## config.mk

```make
export PLATFORM = sky130hd
export DESIGN_NAME = aof_top
export DESIGN_NICKNAME = d
export VERILOG_FILES = /design/src/hw/aof_pkg.sv /design/src/hw/aof_clk_mon.sv /design/src/hw/aof_top.sv
export SDC_FILE = /design/constraint.sdc
export NUM_CORES = 1
export LEC_CHECK = 0
export ABC_AREA = 1
export BUFFER_PORTS_ARGS = -buffer_cell sky130_fd_sc_hd__buf_2
export CORE_MARGIN = 5
export CORE_UTILIZATION = 60
export DETAILED_ROUTE_END_ITERATION = 6
export PLACE_DENSITY_LB_ADDON = 0.1
export SLEW_MARGIN = 20
export SYNTH_ARGS = -nofsm -noshare
export SYNTH_HDL_FRONTEND = slang
export SYNTH_SLANG_ARGS = --single-unit
```

## constraint.sdc

```tcl
create_clock -name pclk -period 4.86 [get_ports pclk]
set_input_delay 0.243 -clock pclk [delete_from_list [all_inputs] [get_ports pclk]]
set_output_delay 0.243 -clock pclk [all_outputs]
set_load 0.01 [all_outputs]
```

## src/hw/aof_pkg.sv

```systemverilog
/*
  Constants, types and helpers for the converter output, format and
  power control block. Assumes one 200 MHz clock and an APB port.
*/
// What this block does
// - Stabilizer samples on rise, makes own fall
// - Stabilizer takes 40-60% duty, keeps 50%
// - Stabilizer relocks after a hundred clock edges
// - Four-level pin picks format and stabilizer
// - Offset binary code, midscale 1000 0000 0000
// - Two's complement inverts the top bit
// - Out of range sets flag, clamps code
// - Tri-state control high floats all outputs
// - Power-down low means normal conversion
// - Power-down and tri-state high give sleep
// - Power-down high, tri-state low give nap
// - Sleep and nap float every output
// - No stabilizer: track on fall, hold on rise
package aof_pkg;
  // Timing in its own units
  localparam int unsigned CLK_PS       = 5000;     // 200 MHz period
  localparam int unsigned MAX_RATE_PS  = 12500;    // 80 Msps period
  localparam int unsigned MIN_RATE_PS  = 1000000;  // 1 Msps period
  localparam int unsigned HALF_MIN_PS  = 5900;     // Least half period
  localparam int unsigned SLEEP_REC_MS = 1;        // Wake time from sleep
  // Least times round up, longest round down
  localparam int unsigned PER_MIN_CYC  = (MAX_RATE_PS + CLK_PS - 1) / CLK_PS;
  localparam int unsigned HALF_MIN_CYC = (HALF_MIN_PS + CLK_PS - 1) / CLK_PS;
  localparam int unsigned PER_MAX_CYC  = MIN_RATE_PS / CLK_PS;
  localparam int unsigned SLEEP_REC_DEF = SLEEP_REC_MS * 1000000000 / CLK_PS;
  localparam logic [6:0]  RELOCK_EDGES = 7'h64;    // Hundred edges
  localparam logic [6:0]  NAP_REC_EDGES = 7'h64;   // Hundred edges
  // Widths and depths
  localparam int CW     = 12;  // Sample code width
  localparam int CNT_W  = 8;   // Clock measure counters
  localparam int REC_W  = 18;  // Recovery counter
  localparam int AW     = 8;   // APB address
  localparam int DW     = 32;  // APB data
  localparam int PIPE_D = 5;   // Sample pipeline depth
  localparam int NIRQ   = 5;   // Interrupt sources
  localparam logic [CW-1:0] FS_POS = 12'hfff;  // Offset binary +FS
  localparam logic [CW-1:0] FS_NEG = 12'h000;  // Offset binary -FS
  // Register byte offsets
  localparam logic [AW-1:0] ADR_CTRL  = 8'h00;
  localparam logic [AW-1:0] ADR_STAT  = 8'h04;
  localparam logic [AW-1:0] ADR_ISTAT = 8'h08;
  localparam logic [AW-1:0] ADR_IMASK = 8'h0c;
  localparam logic [AW-1:0] ADR_LAST  = 8'h10;
  localparam logic [AW-1:0] ADR_CLKM  = 8'h14;
  localparam int CTRL_SEL_BIT  = 0;  // Use register mode, not pin
  localparam int CTRL_MODE_LSB = 1;  // Two-bit mode field
  // Interrupt bit positions
  localparam int IRQ_RANGE = 0;
  localparam int IRQ_FAST  = 1;
  localparam int IRQ_SLOW  = 2;
  localparam int IRQ_DUTY  = 3;
  localparam int IRQ_VALID = 4;
  // Pin levels in order: ground, 1/3, 2/3, full supply
  typedef enum logic [1:0] {MODE_OB_OFF, MODE_OB_ON, MODE_TC_ON, MODE_TC_OFF} aof_mode_e;
  typedef enum logic [1:0] {PWR_RUN, PWR_NAP, PWR_SLEEP} aof_pwr_e;
  typedef logic [CNT_W-1:0] aof_cnt_t;
  typedef struct packed {logic over; logic [CW-1:0] code;} aof_sample_s;
  typedef struct packed {
    aof_cnt_t per; aof_cnt_t hi;
    logic fast; logic slow; logic duty; logic locked; logic rise; logic fall;
  } aof_meas_s;
  typedef struct packed {
    logic prev; logic stopped; aof_cnt_t cnt; aof_cnt_t hcnt;
    aof_cnt_t per; aof_cnt_t hi; logic [6:0] lock;
  } aof_mon_s;
  typedef struct packed {
    logic rdy; logic slverr; logic [DW-1:0] prdata;
    logic cfg_sel; logic [1:0] cfg_mode;
    logic [NIRQ-1:0] istat; logic [NIRQ-1:0] imask; logic irq;
    logic track; aof_sample_s [PIPE_D-1:0] pipe; logic oe;
    aof_pwr_e pwr; logic rec_edge; logic [REC_W-1:0] rec; logic dvalid;
  } aof_top_s;
endpackage

```

## src/hw/aof_clk_mon.sv

```systemverilog
/*
  Sample clock monitor: edges, period, duty, stabilizer lock.
  Assumes the sample clock level is synchronous to pclk.
*/
`timescale 1ns/100ps
`default_nettype none
module aof_clk_mon
  import aof_pkg::*;
(
  input  wire logic      pclk,
  input  wire logic      presetn,
  input  wire logic      smp_clk,
  input  wire logic      dcs_on,
  output var  aof_meas_s meas
);
  aof_mon_s q;    // Registered state
  aof_mon_s n;    // Next state
  logic     rise; // Sample clock rising edge

  // Saturating increment keeps a stopped clock from wrapping
  function automatic aof_cnt_t sat_inc(input aof_cnt_t v);
    return (&v) ? v : v + 1'b1;
  endfunction

  // Duty window: 40-60% with stabilizer, else 45-55% and 2-cycle halves
  function automatic logic duty_bad(input aof_cnt_t hi, input aof_cnt_t per, input logic dcs);
    logic [CNT_W+4:0] h;
    logic [CNT_W+4:0] p;
    h = {5'h00, hi};
    p = {5'h00, per};
    if (dcs)
      return (h * 5 < p * 2) || (h * 5 > p * 3);
    return (h * 20 < p * 9) || (h * 20 > p * 11) || (hi < CNT_W'(HALF_MIN_CYC)) ||
           (per - hi < CNT_W'(HALF_MIN_CYC));
  endfunction

  assign rise = smp_clk & ~q.prev;

  // Next state and measurement outputs
  always_comb
  begin
    n = q;
    meas = '0;
    n.prev = smp_clk;
    n.cnt = sat_inc(q.cnt);
    n.hcnt = smp_clk ? sat_inc(q.hcnt) : q.hcnt;
    // A clock silent past the slowest rate counts as stopped
    // A rise landing on the limit itself is still a legal slowest period
    if (!q.stopped && q.cnt == CNT_W'(PER_MAX_CYC) && !rise)
    begin
      n.stopped = 1'b1;
      n.lock = '0;
      meas.slow = 1'b1;
    end
    if (rise)
    begin
      n.cnt = CNT_W'(1);
      n.hcnt = CNT_W'(1);
      n.stopped = 1'b0;
      if (!q.stopped)
      begin
        n.per = q.cnt;
        n.hi = q.hcnt;
        meas.fast = q.cnt < CNT_W'(PER_MIN_CYC);
        meas.duty = duty_bad(q.hcnt, q.cnt, dcs_on);
      end
      if (q.lock != RELOCK_EDGES)
        n.lock = q.lock + 1'b1;
    end
    meas.per = q.per;
    meas.hi = q.hi;
    meas.locked = q.lock == RELOCK_EDGES;
    meas.rise = rise;
    // Stabilizer makes its fall mid-period; otherwise the pin's own fall
    if (dcs_on)
      meas.fall = !q.stopped && q.per > CNT_W'(1) && q.cnt == {1'b0, q.per[CNT_W-1:1]};
    else
      meas.fall = ~smp_clk & q.prev;
  end

  // State register
  always_ff @(posedge pclk or negedge presetn)
  begin
    if (!presetn)
      q <= '{prev: 1'b0, stopped: 1'b1, default: '0};
    else
      q <= n;
  end
endmodule
`default_nettype wire

```

## src/hw/aof_top.sv

```systemverilog
/*
  Output side of a 12-bit sampling converter: mode pin decode, code
  format, range clamp, pipeline, tri-state, sleep and nap, APB regs.
  Assumes all pins are synchronous to pclk and an APB master.
*/
`timescale 1ns/100ps
`default_nettype none
module aof_top
  import aof_pkg::*;
#(
  parameter int unsigned SLEEP_REC_CYC = SLEEP_REC_DEF  // Sleep wake, cycles
)
(
  input  wire logic          pclk,
  input  wire logic          presetn,
  input  wire logic [AW-1:0] paddr,
  input  wire logic          psel,
  input  wire logic          penable,
  input  wire logic          pwrite,
  input  wire logic [DW-1:0] pwdata,
  output logic      [DW-1:0] prdata,
  output logic               pready,
  output logic               pslverr,
  input  wire logic          smp_clk,
  input  wire logic [1:0]    mode_level,
  input  wire logic          power_down_select,
  input  wire logic          out_hiz_req,
  input  wire logic [CW-1:0] core_code,
  input  wire logic          core_over,
  input  wire logic          core_under,
  output logic      [CW-1:0] sample_code_bits,
  output logic               range_exceeded_flag,
  output logic               sample_code_oe,
  output logic               range_flag_oe,
  output logic               track_o,
  output logic               data_valid,
  output logic               irq
);
  aof_top_s        q;       // Registered state
  aof_top_s        n;       // Next state
  aof_meas_s       m;       // Clock monitor results
  aof_mode_e       mode;    // Active mode
  logic            dcs;     // Stabilizer on
  logic            twos;    // Two's complement output
  logic            access;  // APB access phase
  logic            wr_ok;   // Write completes this edge
  logic [NIRQ-1:0] ev;      // Interrupt events this cycle
  logic [NIRQ-1:0] clr;     // W1C clear mask

  // Offset binary with range clamp, then top bit flip for two's complement
  function automatic aof_sample_s fmt_sample(
    input logic [CW-1:0] code,
    input logic          over,
    input logic          under,
    input logic          tc
  );
    aof_sample_s s;
    s.over = over | under;
    s.code = over ? FS_POS : (under ? FS_NEG : code);
    if (tc)
      s.code[CW-1] = ~s.code[CW-1];
    return s;
  endfunction

  // Address decode for the error response to reads and writes
  function automatic logic is_mapped(input logic [AW-1:0] a);
    return a == ADR_CTRL || a == ADR_STAT || a == ADR_ISTAT ||
           a == ADR_IMASK || a == ADR_LAST || a == ADR_CLKM;
  endfunction

  // Mode from pin or, when software asks, from the control register
  assign mode = q.cfg_sel ? aof_mode_e'(q.cfg_mode) : aof_mode_e'(mode_level);
  assign dcs = mode == MODE_OB_ON || mode == MODE_TC_ON;
  assign twos = mode == MODE_TC_ON || mode == MODE_TC_OFF;

  // Edge, period and lock tracking of the sample clock
  aof_clk_mon u_mon (
    .pclk    (pclk),
    .presetn (presetn),
    .smp_clk (smp_clk),
    .dcs_on  (dcs),
    .meas    (m)
  );

  // A write lands only at the edge where pready is already high
  assign access = psel & penable;
  assign wr_ok = access & q.rdy & pwrite;
  assign clr = (wr_ok && paddr == ADR_ISTAT) ? pwdata[NIRQ-1:0] : '0;

  // Next state for everything
  always_comb
  begin
    n = q;
    ev = '0;

    // Power state from the two control pins
    if (q.pwr == PWR_RUN && q.rec != '0 && (!q.rec_edge || m.rise))
      n.rec = q.rec - 1'b1;
    if (power_down_select)
    begin
      // Reference off in sleep, kept on in nap
      n.pwr = out_hiz_req ? PWR_SLEEP : PWR_NAP;
    end
    else if (q.pwr == PWR_NAP)
    begin
      // Nap wake counts sample clock edges
      n.pwr = PWR_RUN;
      n.rec_edge = 1'b1;
      n.rec = REC_W'(NAP_REC_EDGES);
    end
    else if (q.pwr == PWR_SLEEP)
    begin
      // Sleep wake counts pclk cycles while the reference settles
      n.pwr = PWR_RUN;
      n.rec_edge = 1'b0;
      n.rec = REC_W'(SLEEP_REC_CYC);
    end

    // Sampling: track window opens on a fall, value held on the rise
    if (q.pwr == PWR_RUN && !power_down_select)
    begin
      if (m.fall)
        n.track = 1'b1;
      if (m.rise)
      begin
        // One new code per clock, fixed depth behind the hold edge
        n.track = 1'b0;
        n.pipe = {q.pipe[PIPE_D-2:0],
                  fmt_sample(core_code, core_over, core_under, twos)};
        ev[IRQ_RANGE] = n.pipe[PIPE_D-1].over;
      end
    end
    else
      n.track = 1'b0;

    // Outputs float on request and in every power-down state
    n.oe = (n.pwr == PWR_RUN) & ~out_hiz_req;
    // Valid once recovered and, with stabilizer, locked
    n.dvalid = n.pwr == PWR_RUN && n.rec == '0 && (!dcs || m.locked);

    // Clock monitor events
    ev[IRQ_FAST] = m.fast;
    ev[IRQ_SLOW] = m.slow;
    ev[IRQ_DUTY] = m.duty;
    ev[IRQ_VALID] = n.dvalid & ~q.dvalid;

    // APB: first access cycle latches the answer, second completes
    n.rdy = 1'b0;
    // Error pulses with pready so the pin comes straight from its flop
    n.slverr = 1'b0;
    if (access && !q.rdy)
    begin
      n.rdy = 1'b1;
      n.slverr = !is_mapped(paddr);
      n.prdata = '0;
      if (!pwrite)
      begin
        case (paddr)
          ADR_CTRL:  n.prdata = DW'({q.cfg_mode, q.cfg_sel});
          ADR_STAT:  n.prdata = DW'({q.track, q.dvalid, m.locked, q.pwr, mode});
          ADR_ISTAT: n.prdata = DW'(q.istat);
          ADR_IMASK: n.prdata = DW'(q.imask);
          ADR_LAST:  n.prdata = DW'(q.pipe[PIPE_D-1]);
          ADR_CLKM:  n.prdata = DW'({m.hi, m.per});
          default:   n.prdata = '0;
        endcase
      end
    end

    // Register writes; unmapped writes are dropped with an error
    if (wr_ok)
    begin
      case (paddr)
        ADR_CTRL:
        begin
          n.cfg_sel = pwdata[CTRL_SEL_BIT];
          n.cfg_mode = pwdata[CTRL_MODE_LSB +: 2];
        end
        ADR_IMASK: n.imask = pwdata[NIRQ-1:0];
        default:   n.imask = q.imask;
      endcase
    end

    // Sticky status: a new event beats a clear in the same cycle
    n.istat = (q.istat & ~clr) | ev;
    n.irq = |(n.istat & n.imask);
  end

  // State register
  always_ff @(posedge pclk or negedge presetn)
  begin
    if (!presetn)
      q <= '{pwr: PWR_RUN, rec_edge: 1'b1, rec: REC_W'(PIPE_D), default: '0};
    else
      q <= n;
  end

  // Every output straight from the state register
  assign prdata = q.prdata;
  assign pready = q.rdy;
  assign pslverr = q.slverr;
  assign sample_code_bits = q.pipe[PIPE_D-1].code;
  assign range_exceeded_flag = q.pipe[PIPE_D-1].over;
  assign sample_code_oe = q.oe;
  assign range_flag_oe = q.oe;
  assign track_o = q.track;
  assign data_valid = q.dvalid;
  assign irq = q.irq;

  logic run_smp;  // A sample is taken this cycle
  assign run_smp = m.rise && q.pwr == PWR_RUN && !power_down_select;
endmodule
`default_nettype wire

```

---- Word level (Yosys, flattened, before mapping) ----
Index checks and enable logic that the tools add are counted.
word-level totals
  register bits ........................... 178
  input port bits ......................... 64
  output and inout bits ................... 52
  logic and storage cells ................. 172
cells by class
  $add $sub $neg .......................... 5
  $mul .................................... 5
  magnitude comparators ................... 8
  equal/unequal tests ..................... 17
  mux-type cells .......................... 40
  bitwise logic cells ..................... 19
  reduce and logical (&&, ||, !) cells .... 47
operators with widths
  operator                                              number
  one-hot mux 16 bit (6 select lines)                   1
  two-way mux 66 bit                                    1
  two-way mux 21 bit                                    2
  two-way mux 40 bit                                    1
  two-way mux 18 bit                                    2
  two-way mux 34 bit                                    1
  two-way mux 16 bit                                    2
  < comparator 8 x 2 -> 1 bit (second input constant)   3
  multiplier 8 x 4 -> 12 bit (second input constant)    2
  two-way mux 12 bit                                    2
  two-way mux 8 bit                                     3
  multiplier 8 x 3 -> 11 bit (second input constant)    2
  logical NOT 18 bit                                    1
  nonzero test 18 bit                                   1
  subtractor 18 x 1 -> 18 bit (second input constant)   1
  two-way mux 1 bit                                     17
  adder 8 x 1 -> 8 bit (second input constant)          2
  equality test 8 x 4 -> 1 bit (second input constant)  2
  equality test 8 x 5 -> 1 bit (second input constant)  2
  AND reduction 8 bit                                   2
  two-way mux 5 bit                                     3
  two-way mux 7 bit                                     2
  greater-than comparator 13 x 12 -> 1 bit              1
  logical OR 1 bit                                      13
  30 further kinds                                      72

---- Logic depth before layout (Yosys ltp) ----
  word-level depth ........................ 15
  mapped depth ............................ 28
  gate-level depth less buffers ........... 28

---- Cells and area by module ----
From an unflattened synthesis, not the netlist that was laid out.
unflattened totals
  cell total of the unflattened synthesis .. 1,439
  area total of the unflattened synthesis .. 11,274.6 sq um
modules (own cells, without submodules)
  module       times used  cells an instance  area an instance (sq um)  sequential area each (sq um)
  aof_top      1           752                6,152.2                   3,031.7
  aof_clk_mon  1           687                5,122.4                   1,027.2

---- Least setup slack after synthesis ----
No wires, ideal clock.
  path type ............................... register -> register
  start point ............................. reg u_mon.q[35] in the netlist's numbering
  end point ............................... reg q (netlist bit irq)
  setup time .............................. 0.117 ns
  arrival ................................. 3.800 ns
  required time ........................... 4.743 ns
  setup slack ............................. 0.943 ns
  cell stages (with the launch flop) ...... 29
  buffers on the path ..................... 0
  period minus slack after synthesis ...... 3.917 ns
  cells stage by stage .................... dfrtp_1 -> ha_1 -> inv_1 -> fa_1 -> inv_1 -> ha_1 -> nand2_1 -> o21ai_0 -> a21oi_1 -> o21bai_1 -> nand2_1 -> nand2_1 -> a21oi_1 -> xor2_1 -> ha_1 -> a21oi_1 -> nor2_1 -> o22ai_1 -> inv_1 -> nor2_1 -> nand3_1 -> nor2_1 -> nand2_1 -> nand3_1 -> nand2_1 -> nand2_1 -> nand2_1 -> nor2_1 -> nand2_1
RTL lines
  what                    RTL line           RTL
  start, declared         aof_clk_mon.sv:16  aof_mon_s q;
  start signal, assigned  aof_clk_mon.sv:87  q <= n;
  end signal, assigned    aof_top.sv:195     q <= n;
  end, declared           aof_top.sv:39      aof_top_s q;

==> reports/results.tsv <==
stage	metric	value	unit
drt	initial detailed-routing violation count	670	
floorplan	Core Region	17400	µm²
setup_path	crit path DAT	4.59	ns
clock_tree	hold buffers post-CTS	2	
cells_and_area	Util after Layout	67.4	%
place	dpl cells	1613	
setup_path	Crit. End Element	flip-flop	
global_routing	first-pass GRT wire length	41.3	mm
cells_and_area	most common cell after layout, fill and taps aside	nand2_1	
setup_path	CP required	5.18	ns
clock_tree	Max Buffers Root-to-Sink	2	
synth	Mean Syn Cell Area	7.87	µm²
setup_path	peak fanout along the critical path	6	
timing	sum of negative setup slack	0	ns
place	placed inst area	11000	µm²
cells_and_area	footprint of the multi-input gates	5520	µm²
clock_tree	CTS sink count	162	
floorplan	DIE WIDTH	143	µm
clock_tree	cts bufs inserted	17	
min_path	class of the worst hold path	primary input to flip-flop	
cells_and_area	area grow syn2layout	9.47	%
drt	via/cell ratio	5.45	
global_routing	global route overflow	0	
run_status	status	finished clean	
timing	Hold Fails Final Rpt	0	
drt	final WL	25.0	mm
timing	Slew Limit Fails	0	
synth	Synth warnings	0	
setup_path	most used cell, CP	nand2_1	
clock_tree	root buffer cell	clkbuf_16	
drt	DR vias	8972	
floorplan	Initial Util	61.5	%
cells_and_area	commonest non-fill, non-tap cells in the layout	nand2_1, inv_1, dfrtp_1	
synth	post-synthesis cell count	1357	
synth	Post-synth ARST share	100	%
place	setup slack at placement	0.621	ns
drt	drt first pass iters	6	
clock_tree	clock slew at reported path FFs	0.07	ns
floorplan	Rows	48	
floorplan	Ports	116	
clock_tree	setup bufs post-CTS	0	
cells_and_area	Layout Cells excl Fill	1647	
clock_tree	# H-tree levels	4	
global_routing	GRT Util Overall	25.1	%
setup_path	CP peak stage delay	0.49	ns
cells_and_area	layout cells sized above 1	10.2	%
timing	RSZ-0062 raised after global routing	false	
place	IO Port Bufs	72	
drt	remaining antenna violation count	0	
synth	share of the yosys chip area belonging to registers	38.0	%
cells_and_area	Post-Layout Inst Area	11700	µm²
place	hpwl dp	18.7	mm
timing	Worst-Margin Slew	0.930	ns
setup_path	crit path kind	flip-flop to flip-flop	
clock_tree	Gates resized, CTS repair	0	
clock_tree	Clock Latency Late Sink	0.43	ns
timing	Setup-failing EPs final	0	
power	Pleak	6.22	nW
power	pwr dens	445	nW/µm²
power	Worst VDD drop	0.264	mV
synth	Synth Flop Type	dfrtp_1	
timing	Hold WS	0.0273	ns
cells_and_area	register area	4060	µm²
timing	clock skew	0.0107	ns
cells_and_area	ant diodes	0	
drt	DRC viols	0	
global_routing	largest net degree at the start of global routing	102	
global_routing	vias in the first global route	8522	
power	overall power	5.20	mW
synth	#FFs+latches synth	162	
timing	worst rel slew slack	38.0	%
floorplan	Die H	143	µm
place	routability cong.	0.917	
setup_path	CP max-delay cell	dfrtp_1	
floorplan	die area	20600	µm²
setup_path	Startpoint Class	flip-flop	
timing	fin worst setup slack	0.591	ns
cells_and_area	Nets	1589	
timing	Tcrit/Tclk final	87.8	%
job	maxcap violations	0	
drt	drt wl/cell	15.2	µm
clock_tree	CTS tree	yes	
timing	fmax	234	MHz
synth	Post-Syn Area	10700	µm²
timing	Tmin final	4.27	ns
synth	number of synthesized flops with an enable pin	0	
synth	Synth cell types	49	
global_routing	initial antenna violation count	1	
cells_and_area	fillcell total	1490	
-- kinds of logic after synthesis --
family,Yosys count,share of synthesized area (%)
mux,1,0.0937
flops,162,38.0
simple gates,573,23.2
xor+xnor,34,2.79
buf+inv,262,11.0
compound gates,208,10.7
other cells,1,0.0351
fa+ha+maj,116,14.2
-- final timing paths --
check                                  to  depth (start not counted)   startpoint  slack (ns)
setup / recovery                      irq                         26  u_mon.q[32]        0.59
hold / removal              range_flag_oe                          2  out_hiz_req        0.03
setup reg to reg                      irq                         26  u_mon.q[32]        0.59
hold reg to reg                     q[36]                          2        q[36]        0.47
max in group asynchronous            q[1]                          3      presetn        3.41
min in group asynchronous  u_mon.meas[12]                          2      presetn        0.46
-- critical path, delay by kind of cell (launching register included) --
family	cells	cell delay [ns]
adder cells (fa/ha/maj)	4	1.46
AO/OA/AOI/OAI	7	1.11
AND/OR/NAND/NOR	13	0.99
flip-flops	1	0.49
buffers and inverters	2	0.11
-- cells in the mapped netlist (21+ instances only) --
library cell	number	area share (%)
nor2_1	66	2.3
ha_1	107	13
dfrtp_1	158	37
buf_4	45	3.2
o21ai_0	101	4.7
nand3_1	68	3.2
clkbuf_1	21	0.74
nand2_1	365	13
a21oi_1	62	2.9
nor3_1	26	1.2
xor2_1	21	1.7
inv_1	187	6.6
-- flip-flops by register name, summed over array words and instances, names as in the netlist --
signal / cells
q: 86
u_mon.q: 25
prdata: 16
u_mon.meas: 16
sample_code_bits: 12
data_valid: 1
irq: 1
pready: 1
pslverr: 1
range_exceeded_flag: 1
range_flag_oe: 1
track_o: 1
-- power breakdown --
group | internal (mW) | total (mW) | switching (mW)
clock | 0.799 | 1.40 | 0.605
combinational | 0.760 | 1.98 | 1.22
sequential | 1.60 | 1.81 | 0.208
total | 3.16 | 5.20 | 2.04
-- layer usage --
metal	wire (µm)	vias up	global-route usage [%]
met2	11900	243	40.2
met1	11300	4242	35.4
met4	447	2	7.93
met3	1400	46	3.96
li1	-	4439	-
met5	7	-	0
-- final cells by class --
class                           instances  area share [%]
Multi-Input combinational cell        948            47.2
Sequential cell                       162            34.7
Timing Repair Buffer                   86            4.08
Tap cell                              225            2.41
Clock inverter                         14            1.59
Clock buffer                           18            3.76
Inverter                              194            6.25
(Power assumes the default switching activity.)
